$ cat src/logic/rcb_pkg.sv
/*
  Constants shared by the reset and boot-configuration block: reset timing counts,
  the software register map and its field positions, and the clock-source type.
  Assumes one 250 MHz clock and 32-bit APB register access.
*/
`default_nettype none

package rcb_pkg;

  // ****************************************
  // Reset timing, in CPU clock cycles
  // ****************************************
  localparam int unsigned RESET_QUAL_CYCLES    = 8;
  localparam int unsigned RESET_STRETCH_CYCLES = 1024;

  // ****************************************
  // Register map (byte addresses)
  // ****************************************
  localparam logic [11:0] CTRL_OFFSET   = 12'h000;
  localparam logic [11:0] STATUS_OFFSET = 12'h004;

  // Control fields
  localparam int unsigned CTRL_SW_RESET_BIT   = 0;
  localparam int unsigned CTRL_SYSTEM_CLOCK_OUTPUT_EN_BIT  = 1;
  localparam int unsigned CTRL_FLASH_EXIT_BIT = 2;
  localparam logic [31:0] CTRL_RESET_VALUE    = 32'h0000_0002;

  // Status fields
  localparam int unsigned ST_MODE_LSB       = 0;
  localparam int unsigned ST_CRYSTAL_PIN_BIT       = 2;
  localparam int unsigned ST_PLL_BIT        = 3;
  localparam int unsigned ST_SRC_LSB        = 4;
  localparam int unsigned ST_FLASH_BIT      = 6;
  localparam int unsigned ST_CAUSE_PIN_BIT  = 7;
  localparam int unsigned ST_CAUSE_SW_BIT   = 8;
  localparam int unsigned ST_RESET_OUT_BIT  = 9;

  // ****************************************
  // Types
  // ****************************************
  typedef enum logic [1:0] {
    SRC_EXT_OSC,
    SRC_ONCHIP,
    SRC_CRYSTAL
  } rcb_clk_src_t;

  typedef enum logic [1:0] {
    PH_HOLD,
    PH_STRETCH,
    PH_RUN
  } rcb_phase_t;

endpackage : rcb_pkg

`default_nettype wire

$ cat src/logic/rcb_top.sv
/*
  Chip reset and boot-configuration logic: reset qualification and stretching,
  clock-mode decode, crystal pin control, clock output, flash programming entry.
  Assumes the boot pins are asynchronous to CLK and software uses APB.
*/
//
// Operation
// RULE1 - A reset pin held low for at least 8 clock cycles resets CPU and peripherals.
// RULE2 - The reset output stays low for 1024 cycles after the reset source releases.
// RULE3 - The two clock-mode pins select the boot clock configuration.
// RULE4 - Modes 10 and 11 run the PLL, modes 00 and 01 disable it.
// RULE5 - Modes 01 and 11 use the crystal and ignore the crystal pin level.
// RULE6 - Modes 00 and 10 sample the crystal pin: 0 picks external, 1 on-chip oscillator.
// RULE7 - The oscillator input pin is used except when the on-chip oscillator is chosen.
// RULE8 - The crystal pin is driven as oscillator output unless it is being sampled.
// RULE9 - The system clock is presented on the clock output pin; here the pin carries CLK divided by two, while enabled.
// RULE10 - Boot config low with test low at reset exit enters flash programming mode.
// RULE11 - In flash programming mode the serial flash port gets the on-chip flash.
// RULE12 - The board keeps the test pin low in normal operation.
// RULE13 - The reset pin is synchronised and the output stays low while any source is on.
`default_nettype none

module rcb_top
  import rcb_pkg::*;
#(
  parameter int unsigned QUAL_CYCLES    = RESET_QUAL_CYCLES,
  parameter int unsigned STRETCH_CYCLES = RESET_STRETCH_CYCLES
) (
  // Clock and power-on reset
  input  wire logic        CLK,
  input  wire logic        RST,
  // APB slave
  input  wire logic        PSEL,
  input  wire logic        PENABLE,
  input  wire logic        PWRITE,
  input  wire logic [11:0] PADDR,
  input  wire logic [31:0] PWDATA,
  output var  logic [31:0] PRDATA,
  output var  logic        PREADY,
  output var  logic        PSLVERR,
  // Board pins
  input  wire logic        RESET_IN_N,
  input  wire logic [1:0]  CLOCK_MODE_SELECT,
  input  wire logic        BOOT_CONFIG_N,
  input  wire logic        TEST_PIN,
  input  wire logic        OSC_CLOCK_INPUT,
  input  wire logic        CRYSTAL_PIN_IN,
  output var  logic        CRYSTAL_PIN_OUT,
  output var  logic        CRYSTAL_PIN_OE,
  output var  logic        RESET_OUT_N,
  output var  logic        SYSTEM_CLOCK_OUTPUT,
  // Chip-internal controls
  output var  logic        CHIP_RESET,
  output var  logic        PLL_ENABLE,
  output var  logic [1:0]  CLOCK_SOURCE,
  output var  logic        OSC_INPUT_ENABLE,
  output var  logic        FLASH_PROG_MODE,
  output var  logic        FLASH_PORT_ACCESS
);

  // ****************************************
  // Declarations
  // ****************************************
  localparam int unsigned CW = $clog2(STRETCH_CYCLES);

  logic [4:0]   pin_sync1;
  logic [4:0]   pin_sync2;
  logic [1:0]   mode_s;
  logic         crystal_pin_s;
  logic         boot_n_s;
  logic         test_s;
  logic         osc_s;
  logic         pin_reset;
  logic         sw_reset;
  logic         source;
  rcb_phase_t   phase;
  rcb_phase_t   next_phase;
  logic [CW-1:0] stretch_count;
  logic [1:0]   mode_latched;
  logic         crystal_pin_latched;
  rcb_clk_src_t clk_src;
  logic         flash_mode;
  logic         cause_pin;
  logic         cause_sw;
  logic         system_clock_output_en;
  logic         setup;
  logic         wr_access;
  logic         leaving_hold;
  logic [1:0]   sync_ready;

  function automatic rcb_clk_src_t decode_src(input logic [1:0] mode, input logic crystal_pin);
    if (mode[0])
      return SRC_CRYSTAL;
    return crystal_pin ? SRC_ONCHIP : SRC_EXT_OSC;
  endfunction : decode_src

  // ****************************************
  // Pin synchronisers
  // ****************************************
  always_ff @(posedge CLK or posedge RST) begin
    if (RST) begin
      pin_sync1 <= '0;
      pin_sync2 <= '0;
    end else begin
      pin_sync1 <= {OSC_CLOCK_INPUT, TEST_PIN, BOOT_CONFIG_N, CRYSTAL_PIN_IN,
                    CLOCK_MODE_SELECT[0]};
      pin_sync2 <= pin_sync1;
    end
  end

  logic mode_sync1;
  logic mode_sync2;
  always_ff @(posedge CLK or posedge RST) begin
    if (RST) begin
      mode_sync1 <= 1'b0;
      mode_sync2 <= 1'b0;
    end else begin
      mode_sync1 <= CLOCK_MODE_SELECT[1];
      mode_sync2 <= mode_sync1;
    end
  end

  // Keep the chip in reset until the synchronisers carry real pin levels,
  // so the straps are never latched from flop reset values
  always_ff @(posedge CLK or posedge RST) begin
    if (RST) begin
      sync_ready <= '0;
    end else begin
      sync_ready <= {sync_ready[0], 1'b1};
    end
  end

  assign mode_s   = {mode_sync2, pin_sync2[0]};
  assign crystal_pin_s   = pin_sync2[1];
  assign boot_n_s = pin_sync2[2];
  assign test_s   = pin_sync2[3];
  assign osc_s    = pin_sync2[4];

  // ****************************************
  // Reset sources and sequencing
  // ****************************************
  rcb_reset_filter #(
    .QUAL      (QUAL_CYCLES)
  ) u_filter (
    .clk       (CLK),
    .rst       (RST),
    .pin_n     (RESET_IN_N),
    .qualified (pin_reset)
  );

  assign source       = pin_reset | sw_reset | !sync_ready[1]; // RULE13
  assign leaving_hold = (phase == PH_HOLD) && !source;

  always_comb begin
    next_phase = phase;
    unique case (phase)
      PH_HOLD: begin
        if (!source)
          next_phase = PH_STRETCH;
      end
      PH_STRETCH: begin
        if (source)
          next_phase = PH_HOLD; // RULE13
        else if (stretch_count == CW'(STRETCH_CYCLES - 1))
          next_phase = PH_RUN; // RULE2
      end
      PH_RUN: begin
        if (source)
          next_phase = PH_HOLD; // RULE1
      end
    endcase
  end

  always_ff @(posedge CLK or posedge RST) begin
    if (RST) begin
      phase <= PH_HOLD;
    end else begin
      phase <= next_phase;
    end
  end

  always_ff @(posedge CLK or posedge RST) begin
    if (RST) begin
      stretch_count <= '0;
    end else if (phase == PH_STRETCH) begin
      stretch_count <= stretch_count + 1'b1; // RULE2
    end else begin
      stretch_count <= '0;
    end
  end

  // Outputs follow the phase register, so each comes from a flop
  always_ff @(posedge CLK or posedge RST) begin
    if (RST) begin
      CHIP_RESET  <= 1'b1;
      RESET_OUT_N <= 1'b0;
    end else begin
      CHIP_RESET  <= (next_phase == PH_HOLD); // RULE1
      RESET_OUT_N <= (next_phase == PH_RUN); // RULE2
    end
  end

  // ****************************************
  // Boot configuration capture
  // ****************************************
  // Sampled once, as the last reset source releases; later pin changes are ignored
  always_ff @(posedge CLK or posedge RST) begin
    if (RST) begin
      mode_latched <= '0;
      crystal_pin_latched <= 1'b0;
      clk_src      <= SRC_EXT_OSC;
    end else if (leaving_hold) begin
      mode_latched <= mode_s; // RULE3
      crystal_pin_latched <= crystal_pin_s;
      clk_src      <= decode_src(mode_s, crystal_pin_s); // RULE5 RULE6
    end
  end

  always_ff @(posedge CLK or posedge RST) begin
    if (RST) begin
      PLL_ENABLE       <= 1'b0;
      CLOCK_SOURCE     <= '0;
      OSC_INPUT_ENABLE <= 1'b1;
    end else begin
      PLL_ENABLE       <= mode_latched[1]; // RULE4
      CLOCK_SOURCE     <= clk_src;
      OSC_INPUT_ENABLE <= (clk_src != SRC_ONCHIP); // RULE7
    end
  end

  // While in reset the live mode decides whether the pin is being sampled
  always_ff @(posedge CLK or posedge RST) begin
    if (RST) begin
      CRYSTAL_PIN_OE  <= 1'b0;
      CRYSTAL_PIN_OUT <= 1'b0;
    end else begin
      CRYSTAL_PIN_OE  <= (phase == PH_HOLD) ? mode_s[0] : mode_latched[0]; // RULE8
      CRYSTAL_PIN_OUT <= !osc_s; // RULE8
    end
  end

  // ****************************************
  // Flash programming mode
  // ****************************************
  always_ff @(posedge CLK or posedge RST) begin
    if (RST) begin
      flash_mode <= 1'b0;
    end else if (leaving_hold) begin
      flash_mode <= !boot_n_s && !test_s; // RULE10
    end else if (wr_access && (PADDR == CTRL_OFFSET) && PWDATA[CTRL_FLASH_EXIT_BIT]) begin
      flash_mode <= 1'b0;
    end
  end

  always_ff @(posedge CLK or posedge RST) begin
    if (RST) begin
      FLASH_PROG_MODE   <= 1'b0;
      FLASH_PORT_ACCESS <= 1'b0;
    end else begin
      FLASH_PROG_MODE   <= flash_mode;
      FLASH_PORT_ACCESS <= flash_mode && (phase != PH_HOLD); // RULE11
    end
  end

  // ****************************************
  // Clock output
  // ****************************************
  // A flop cannot pass CLK itself, so the pin carries CLK divided by two
  always_ff @(posedge CLK or posedge RST) begin
    if (RST) begin
      SYSTEM_CLOCK_OUTPUT <= 1'b0;
    end else begin
      SYSTEM_CLOCK_OUTPUT <= system_clock_output_en && !SYSTEM_CLOCK_OUTPUT; // RULE9
    end
  end

  // ****************************************
  // APB slave
  // ****************************************
  assign setup     = PSEL && !PENABLE;
  assign wr_access = PSEL && PENABLE && PREADY && PWRITE;

  // One wait-free access phase: answer computed in setup, shown in access
  always_ff @(posedge CLK or posedge RST) begin
    if (RST) begin
      PREADY  <= 1'b0;
      PSLVERR <= 1'b0;
      PRDATA  <= '0;
    end else begin
      PREADY  <= setup;
      PSLVERR <= setup && (PADDR != CTRL_OFFSET) && (PADDR != STATUS_OFFSET);
      PRDATA  <= '0;
      if (setup && !PWRITE && (PADDR == CTRL_OFFSET)) begin
        PRDATA[CTRL_SYSTEM_CLOCK_OUTPUT_EN_BIT] <= system_clock_output_en;
      end else if (setup && !PWRITE && (PADDR == STATUS_OFFSET)) begin
        PRDATA[ST_MODE_LSB +: 2]    <= mode_latched;
        PRDATA[ST_CRYSTAL_PIN_BIT]         <= crystal_pin_latched;
        PRDATA[ST_PLL_BIT]          <= mode_latched[1];
        PRDATA[ST_SRC_LSB +: 2]     <= clk_src;
        PRDATA[ST_FLASH_BIT]        <= flash_mode;
        PRDATA[ST_CAUSE_PIN_BIT]    <= cause_pin;
        PRDATA[ST_CAUSE_SW_BIT]     <= cause_sw;
        PRDATA[ST_RESET_OUT_BIT]    <= (phase == PH_RUN);
      end
    end
  end

  always_ff @(posedge CLK or posedge RST) begin
    if (RST) begin
      system_clock_output_en <= CTRL_RESET_VALUE[CTRL_SYSTEM_CLOCK_OUTPUT_EN_BIT];
      sw_reset  <= 1'b0;
    end else begin
      sw_reset <= wr_access && (PADDR == CTRL_OFFSET) && PWDATA[CTRL_SW_RESET_BIT];
      if (wr_access && (PADDR == CTRL_OFFSET))
        system_clock_output_en <= PWDATA[CTRL_SYSTEM_CLOCK_OUTPUT_EN_BIT];
    end
  end

  // Cause of the latest reset; a new reset overwrites both bits
  always_ff @(posedge CLK or posedge RST) begin
    if (RST) begin
      cause_pin <= 1'b0;
      cause_sw  <= 1'b0;
    end else if ((phase != PH_HOLD) && source) begin
      cause_pin <= pin_reset;
      cause_sw  <= sw_reset;
    end
  end

endmodule : rcb_top

`default_nettype wire

$ cat src/logic/rcb_reset_filter.sv
/*
  Reset pin qualifier: synchronises the active-low reset pin and reports a
  request only after the pin has been low for QUAL consecutive clock cycles.
  Assumes the pin is asynchronous to CLK.
*/
`default_nettype none

module rcb_reset_filter #(
  parameter int unsigned QUAL = 8
) (
  input  wire logic clk,
  input  wire logic rst,
  input  wire logic pin_n,
  output var  logic qualified
);

  logic                      sync1;
  logic                      sync2;
  logic [$clog2(QUAL+1)-1:0] low_count;

  // ****************************************
  // Synchroniser
  // ****************************************
  always_ff @(posedge clk or posedge rst) begin
    if (rst) begin
      sync1 <= 1'b1;
      sync2 <= 1'b1;
    end else begin
      sync1 <= pin_n;
      sync2 <= sync1;
    end
  end

  // ****************************************
  // Consecutive-low counter
  // ****************************************
  // Short glitches restart the count, so noise never resets the chip
  always_ff @(posedge clk or posedge rst) begin
    if (rst) begin
      low_count <= '0;
      qualified <= 1'b0;
    end else if (sync2) begin
      low_count <= '0;
      qualified <= 1'b0;
    end else if (low_count == ($clog2(QUAL+1))'(QUAL - 1)) begin
      qualified <= 1'b1; // RULE1
    end else begin
      low_count <= low_count + 1'b1;
    end
  end

endmodule : rcb_reset_filter

`default_nettype wire

$ cat config.mk
export PLATFORM = sky130hd
export DESIGN_NAME = rcb_top
export DESIGN_NICKNAME = d
export VERILOG_FILES = /design/src/logic/rcb_pkg.sv /design/src/logic/rcb_top.sv /design/src/logic/rcb_reset_filter.sv
export SDC_FILE = /design/constraint.sdc
export NUM_CORES = 1
export LEC_CHECK = 0
export BUFFER_PORTS_ARGS = -buffer_cell sky130_fd_sc_hd__buf_2
export CORE_AREA = 10 10 93 74
export DETAILED_ROUTE_END_ITERATION = 8
export DIE_AREA = 0 0 103 84
export MAX_ROUTING_LAYER = met4
export PLACE_DENSITY = 0.83
export RECOVER_POWER = 100
export SLEW_MARGIN = 20
export SYNTH_ARGS = -nofsm -noshare
export SYNTH_HDL_FRONTEND = slang
export SYNTH_HIERARCHICAL = 1
export SYNTH_SLANG_ARGS = --single-unit
export TNS_END_PERCENT = 50
$ cat constraint.sdc
create_clock -name CLK -period 3.25 [get_ports CLK]
set_input_delay 0.4875 -clock CLK [delete_from_list [all_inputs] [get_ports CLK]]
set_output_delay 0.4875 -clock CLK [all_outputs]
set_load 0.05 [all_outputs]
# Yosys cells after proc, flatten, opt, wreduce, memory -nomap -nowiden
# Index checks and enable logic that the tools add are counted.
word_totals:
  reg_bits: 66
  inputBits: 56
  out_inout_bits: 45
op_classes:
  add_sub_neg: 2
  n_eq_ne: 9
  muxes: 22
  n_bitwise: 2
  reduce_logical: 32
ops:
  columns: ["op", "n"]
  rows:
  - ["$mux 10", 2]
  - ["$logic_and 1x1->1", 17]
  - ["$eq 12x3->1 const B", 1]
  - ["$logic_not 12->1", 1]
  - ["$mux 2", 6]
  - ["$ne 12x3->1 const B", 1]
  - ["$reduce_bool 12->1", 1]
  - ["$add 10x1->10 const B", 1]
  - ["$eq 10x10->1 const B", 1]
  - ["$mux 1", 10]
  - ["$logic_not 1->1", 8]
  - ["$mux 4", 2]
  - ["$mux 8", 1]
  - ["$pmux 2 s3", 1]
  - ["$reduce_bool 2->1", 3]
  - ["$add 4x1->4 const B", 1]
  - ["$eq 2x2->1 const B", 2]
  - ["$eq 4x3->1 const B", 1]
  - ["$logic_not 2->1", 2]
  - ["$ne 2x1->1 const B", 2]
  - ["$eq 2x1->1 const B", 1]
  - ["$or 1x1->1", 2]

# Longest topological paths before layout
# Gate-level depths: netlist of run 1.
logic_depth:
  depth_word: 7
  ltp_mapped: 6

# Cells and area by module
# Netlist of run 1, hierarchy kept.
modules_own_cells:
  columns: ["mod", "instances", "cells_per_inst", "area_per_inst_um2", "seq_area_each_um2"]
  rows:
  - ["rcb_top", 1, 179, 2270.9, 1430.1]
  - ["rcb_reset_filter", 1, 23, 302.8, 177.7]

# Least setup slack after synthesis of run 1
# No wires, ideal clock.
synth_timing:
  path_type: "in2reg"
  start: "input PADDR[1]"
  end: "register system_clock_output_en"
  setup_time_ns: 0.085
  arrival_ns: 1.539
  required_time_ns: 3.165
  path_slack_ns: 1.627
  path_stages: 4
  path_buffers: 0
  cell_sequence: "nor4_2 -> nand3_2 -> nor3_2 -> mux2_1"
synth_via:
  elab_chain_len: 2
synth_lines:
  columns: ["element", "line", "text"]
  rows:
  - ["from (decl)", "rcb_top.sv:36", "input wire logic [11:0] PADDR,"]
  - ["$logic_not 12->1", "rcb_top.sv:314", "if (wr_access && (PADDR == CTRL_OFFSET))"]
  - ["$logic_and 1x1->1", "rcb_top.sv:314", null]
  - ["to (signal assigned)", "rcb_top.sv:310", "system_clock_output_en <= CTRL_RESET_VALUE[CTRL_SYSTEM_CLOCK_OUTPUT_EN_BIT];"]
  - ["to (signal assigned)", "rcb_top.sv:315", "system_clock_output_en <= PWDATA[CTRL_SYSTEM_CLOCK_OUTPUT_EN_BIT];"]
  - ["to (decl)", "rcb_top.sv:85", "logic system_clock_output_en;"]
# No other way between the ends.
# A chain may end at the register's enable or synchronous reset.

# Worst setup path after layout of run 1
layout_timing:
  start: "input PADDR[5]"
  end: "register PRDATA[3]"
layout_via:
  elab_chain_len: 4
  word_cells_on_any_way: 6
  classes_between: "eq/ne (1); mux (2); reduce/logical (3)"
layout_lines:
  columns: ["element", "line", "text"]
  rows:
  - ["$eq 12x3->1", "rcb_top.sv:295", "end else if (setup && !PWRITE && (PADDR == STATUS_OFFSET)) begin"]
  - ["$logic_and 1x1->1", "rcb_top.sv:295", null]
  - ["$mux 10", "rcb_top.sv:295", null]
  - ["$mux 8 *", "rcb_top.sv:293", "if (setup && !PWRITE && (PADDR == CTRL_OFFSET)) begin"]
  - ["to (signal, indexed assignment)", "rcb_top.sv:294", "PRDATA[CTRL_SYSTEM_CLOCK_OUTPUT_EN_BIT] <= system_clock_output_en;"]
  - ["to (signal, indexed assignment)", "rcb_top.sv:296", "PRDATA[ST_MODE_LSB +: 2] <= mode_latched;"]
  - ["to (signal, indexed assignment)", "rcb_top.sv:297", "PRDATA[ST_CRYSTAL_PIN_BIT] <= crystal_pin_latched;"]
  - ["to (decl)", "rcb_top.sv:38", "output var logic [31:0] PRDATA,"]
# Every way passes the cells marked *; elsewhere a longest branch is shown, timed or not.

==> results of run 1 <==
[cell type report]
class                   count  share of cell area
flip-flops and latches     64               0.554
multi-input cells         124               0.271
repair buffers             50              0.0768
clock buffers              12              0.0500
well taps                  62              0.0267
inverters                  11              0.0142
clock inverters             4             0.00690
[logic make-up (layout without fill, tap and decap cells)]
group	Yosys count	after routing	share of synthesized area
buf+inv	35	77	0.0846
simple gates	61	61	0.151
other cells	2	23	0.00292
fa+ha+maj	5	5	0.0243
mux	10	10	0.0437
xor+xnor	6	6	0.0204
compound gates	19	19	0.0486
flops	64	64	0.625
[report_power, final]
group	switching, uW	internal, uW	total, uW
registers	59.5	912	971
clock network	277	292	569
logic	351	112	463
[per-stage QoR]
stage | instance area (um2) | hold WS (ns) | power [uW] | worst slack, ns
after floorplan | 2650 | 0.289 | 1370 | 1.37
after global placement | 2810 | 0.334 | 1450 | 1.38
after detailed placement | 2810 | 0.336 | 1470 | 1.34
after CTS | 2970 | 0.0784 | 2050 | 1.62
after global routing | 2900 | 0.0649 | 2110 | 1.09
final | 2900 | 0.0645 | 2000 | 1.33
[path summary, 6_finish.rpt]
path / endpoint / slack (ns) / cells after the start
setup / recovery: PRDATA[3] / 1.33 / 5
hold / removal: u_filter/low_count[2] / 0.06 / 2
setup reg to reg: mode_latched[1] / 1.45 / 3
hold reg to reg: pin_sync2[3] / 0.35 / 0
max in group asynchronous: OSC_INPUT_ENABLE / 1.73 / 3
min in group CLK: pin_sync1[0] / 0.25 / 1
[per-layer routing]
metal / vias up / wire, um
met4: 0 / 78
met3: 7 / 405
li1: 743 / -
met1: 741 / 2060
met5: - / 0
met2: 62 / 2060
[registers in the layout, indices dropped and copies added (netlist names), 2 cells and up]
register            cells
CLOCK_SOURCE            2
PRDATA                  9
mode_latched            2
phase                   2
pin_sync1               5
pin_sync2               5
stretch_count          10
sync_ready              2
u_filter/low_count      4
[synthesized netlist by cell type, drive strengths merged (5+ instances only)]
library cell | number | area [um2]
nor3 | 5 | 30.0
nand3 | 6 | 35.0
dfrtp | 59 | 1480
dfstp | 5 | 131
nor2 | 5 | 18.8
buf | 23 | 173
nand2 | 6 | 22.5
o21ai | 7 | 35.0
mux2 | 7 | 82.6
ha | 5 | 62.6
nor2b | 6 | 37.5
and2 | 16 | 100
nand2b | 5 | 31.3
inv | 11 | 41.3
nor4 | 5 | 58.8
[critical path: cells and delay by family]
family / cells / cell delay (ns)
buffers and inverters: 1 / 0.09
and+or+nand+nor: 4 / 1.60
[layout by cell type, fill, tap and decap left out, types with 4 or more instances in the layout]
cell type and count:
nor4_1 4, conb_1 23, buf_2 25, nand2_1 6
nand3_1 5, mux2_2 5, clkbuf_1 26, nor3_1 5
clkinv_2 4, inv_1 11, nand2b_1 5, o21ai_0 7
dfstp_2 4, ha_1 5, clkbuf_8 10, dfrtp_1 59
nor2b_1 6, nor2_1 5, and2_0 13
==> flow_summary.ini, run 1 <==
[finish]
fin_cells = 327
nets = 321
area_growth_syn_to_layout_pct = 12.7
post-route-util = 0.560
n_antenna_cell = 0
nFillCells = 458
seq_area_um2 = 1610
multi_input_area_um2 = 787
drive_above_1_share = 0.196

[critical_path]
required_ns = 3.52
cpMostUsedCell = nor4_1
crit_fanout = 8
critical_path_class = primary input to flip-flop
start_kind = primary input
reg2reg_from = u_filter/qualified
slowest_stage = nor4_1
arrival_ns = 2.19
cp-end-kind = flip-flop
slowest_delay_ns = 0.80
crit_start = PADDR[5]
path_cells = buf_2, nor4_1, nand3_2, nor4_1, and2_0

[sta]
finalMaxSlewViolations = 0
fmax_mhz = 522
clock-skew-final_ns = 0.00486
rsz0062_at_grt = false
tightest_slew_ns = 1.35
setup_violations = 0
finalHoldViolations = 0
timing.final.crit_share = 0.589
max-slew-margin-rel = 0.0983
post-route-min-period_ns = 1.92
fin_tns_setup_ns = 0

[clock_network]
ctsHoldBuffers = 0
tritoncts = built
cts.sink_count = 64
cts_setup_buffers = 0
cts_root_buffer = clkbuf_8
path_clk_slew_ns = 0.06
ctsResizeCount = 0
cts_max_path_buffers = 2
cts_buffers = 9
htreeDepth = 3
insertion_delay_ns = 0.34

[yosys]
synth_seq_cells = 64
netlist_area_um2 = 2570
ys_warn_count = 6
yosysUniqueCellTypes = 39
avgSynthCellArea_um2 = 12.7
synth_seq_area_share = 0.625
yosys_most_used_dff = dfrtp_1
synthCells = 202
synth-edff-count = 0
async_flop_share = 1.00

[placement]
io_buffers = 49
dp_cells = 311
place_congestion = 0.713
place_hpwl_mm = 3.42

[routing]
wl_per_cell_um = 14.1
ant_nets = 0
drc = 0
vias = 1553
initialDrtViolationCount = 47
via_per_inst = 4.75
routed_wl_mm = 4.60
drtPass1Iterations = 4

[floorplan]
fp.dieW_um = 103
initial_core_util = 0.497
placementRows = 23
die_h_um = 84
design.die.area_um2 = 8650
ios = 101
core_area_um2 = 5180

[grt]
grt-ovfl-total = 0
top_usage_layer = met2
grt_use_total = 0.117
met3_usage = 0.0604
grt_use_met1 = 0.131
grt_pass1_vias = 1661
grt_pass1_wl_mm = 7.55
antenna_found_initial = 0
met2_usage = 0.166
grt_start_max_net_pins = 39

[power]
ir_worst_vdd_v = 0.000380
power_density_nw_per_um2 = 691
cellLeakagePower_uw = 0.00139

[run]
maxCapViolations = 0

[outcome]
outcome = complete, no violations

[hold_path]
hold_class = primary input to asynchronous set/reset pin
Note: power is estimated with default switching activity, not from simulation.
==> run 2, diff against run 1 <==
--- a/config.mk
+++ b/config.mk
@@ -6,11 +6,11 @@
 export NUM_CORES = 1
 export LEC_CHECK = 0
 export BUFFER_PORTS_ARGS = -buffer_cell sky130_fd_sc_hd__buf_2
-export CORE_AREA = 10 10 93 74
+export CORE_AREA = 10 10 101 81
 export DETAILED_ROUTE_END_ITERATION = 8
-export DIE_AREA = 0 0 103 84
+export DIE_AREA = 0 0 111 91
 export MAX_ROUTING_LAYER = met4
-export PLACE_DENSITY = 0.83
+export PLACE_DENSITY = 0.73
 export RECOVER_POWER = 100
 export SLEW_MARGIN = 20
 export SYNTH_ARGS = -nofsm -noshare
==> constraint.sdc (replaced) <==
create_clock -name CLK -period 1.7 [get_ports CLK]
set_input_delay 0.255 -clock CLK [delete_from_list [all_inputs] [get_ports CLK]]
set_output_delay 0.255 -clock CLK [all_outputs]
set_load 0.05 [all_outputs]
==> run 2 against run 1 <==
Compared with the run above: final cell count grew 9.8%; critical path depth is the same; non-clock buffer count grew 13; worst hold slack gained 0.045 ns; first-iteration DRC count grew 36%; global-route usage shrank 1.2 points; die area grew 17%; worst setup slack lost 1.2 ns; register-to-register slack lost 1.3 ns; core utilization shrank 6.2 points; sequential share of layout area shrank 3.0 points; largest power group unchanged.
==> flow_summary.ini, run 2 (synthesis results as in run 1) <==
[sta]
timing.hold.ws_ns = 0.109
fin_tns_setup_ns = 0
max-slew-margin-rel = 0.563
clock-skew-final_ns = 0.0110
fin_ws_ns = 0.121
finalMaxSlewViolations = 0
fmax_mhz = 633
rsz0062_at_grt = false
post-route-min-period_ns = 1.58
tightest_slew_ns = 0.655
finalHoldViolations = 0
timing.final.crit_share = 0.929
setup_violations = 0

[power]
switching_power_uw = 1350
cellLeakagePower_uw = 0.00145
p_total_uw = 4010
pwr-share-comb = 0.227
p_seq_frac = 0.462
clkPwrFrac = 0.311
power_density_nw_per_um2 = 1310
p_sw_frac = 0.337
ir_worst_vdd_v = 0.000481
intPower_uw = 2660

[floorplan]
ios = 101
design.die.area_um2 = 10100
die_h_um = 91
placementRows = 25
fp.dieW_um = 111
initial_core_util = 0.418
core_area_um2 = 6160

[critical_path]
arrival_ns = 1.85
cp-end-kind = flip-flop
start_kind = flip-flop
crit_fanout = 4
required_ns = 1.97
critical_path_class = flip-flop to flip-flop

[routing]
wl_per_cell_um = 13.3
routed_wl_mm = 4.79
ant_nets = 0
via_per_inst = 4.40
drtPass1Iterations = 4
vias = 1578
initialDrtViolationCount = 64
drc = 0

[grt]
grt_pass1_vias = 1740
grt_start_max_net_pins = 19
antenna_found_initial = 0
grt-ovfl-total = 0
grt_use_total = 0.105
grt_pass1_wl_mm = 8.34

[clock_network]
cts_buffers = 9
cts_root_buffer = clkbuf_8
path_clk_slew_ns = 0.07
htreeDepth = 3
cts_max_path_buffers = 2
insertion_delay_ns = 0.34
cts.sink_count = 64
tritoncts = built

[placement]
place_congestion = 0.724
dp_cells = 335
post-place-ws_ns = 0.142
place_hpwl_mm = 3.59
io_buffers = 49

[finish]
drive_above_1_share = 0.209
top_regs = stretch_count (10), PRDATA (9)
layout_common_cells = dfrtp_1, clkbuf_1, buf_2
fin_cells = 359
mostFrequentLayoutCell = dfrtp_1
top_register = stretch_count
nets = 334
largest_register_ffs = 10
area_growth_syn_to_layout_pct = 19.3
n_antenna_cell = 0

[outcome]
outcome = complete, no violations

[run]
maxCapViolations = 0

[hold_path]
hold_class = primary input to flip-flop
run 2: changes by cell type in the layout (fill, tap and decap cells not counted), moves of 2 or more:
cell,delta
clkbuf_1,+2
clkbuf_2,+4
clkinv_2,-4
clkinv_4,+2
dlygate4sd3_1,+8
run 2: what timing repair did:
item                                   CTS  global route
gates resized for setup                  0             0
hold buffers                             5             3
buffers inserted                         0             0
endpoints found under the hold margin   22             3
run 2: cell type report:
cell class	instances	area [um2]
tap	81	101
clock buffer	12	135
clock inverter	4	55.1
inverter	11	41.3
multi-input combinational	124	802
timing repair buffer	63	327
sequential	64	1610
fill	554	3090
run 2: stage by stage:
step                      instance area (um2)  utilization
after floorplan                          2650            -
after global placement                   2880        0.467
after detailed placement                 2880        0.467
after CTS                                3120        0.506
after global routing                     3070        0.498
final                                    3070        0.498
run 2: worst paths after layout:
| check | slack (ns) | from | cells past startpoint | endpoint |
|---|---|---|---|---|
| max in group asynchronous | 0.32 | RST | 4 | OSC_INPUT_ENABLE |
| min in group asynchronous | 0.39 | RST | 3 | u_filter/low_count[3] |
| setup / recovery | 0.12 | phase[0] | 5 | RESET_OUT_N |
| hold / removal | 0.11 | PWDATA[2] | 2 | flash_mode |
| setup reg to reg | 0.12 | phase[0] | 5 | RESET_OUT_N |
| hold reg to reg | 0.35 | pin_sync1[3] | 0 | pin_sync2[3] |
run 2: power by group through the flow:
stage	clock network, uW	logic (uW)	registers (uW)
after global routing	1360	992	1890
after global placement	0	934	1870
after CTS	1290	962	1860
after floorplan	0	446	2180
final	1250	911	1860
after detailed placement	0	948	1880
run 2: worst max-delay path: stages, from the launching register on:
cell     delay, ns
dfrtp_1       0.40
inv_1         0.08
ha_1          0.32
or3_1         0.37
a21oi_2       0.18
nor2b_1       0.15
run 2: routing by layer:
metal  global-route usage  wire (um)  vias up  part of all wire
met4               0.0357         61        0             0.013
met5                    -          0        -                 0
met1                0.107       2050      751              0.43
li1                     -          -      768                 -
met3               0.0585        325        7             0.068
met2                0.169       2350       52              0.49
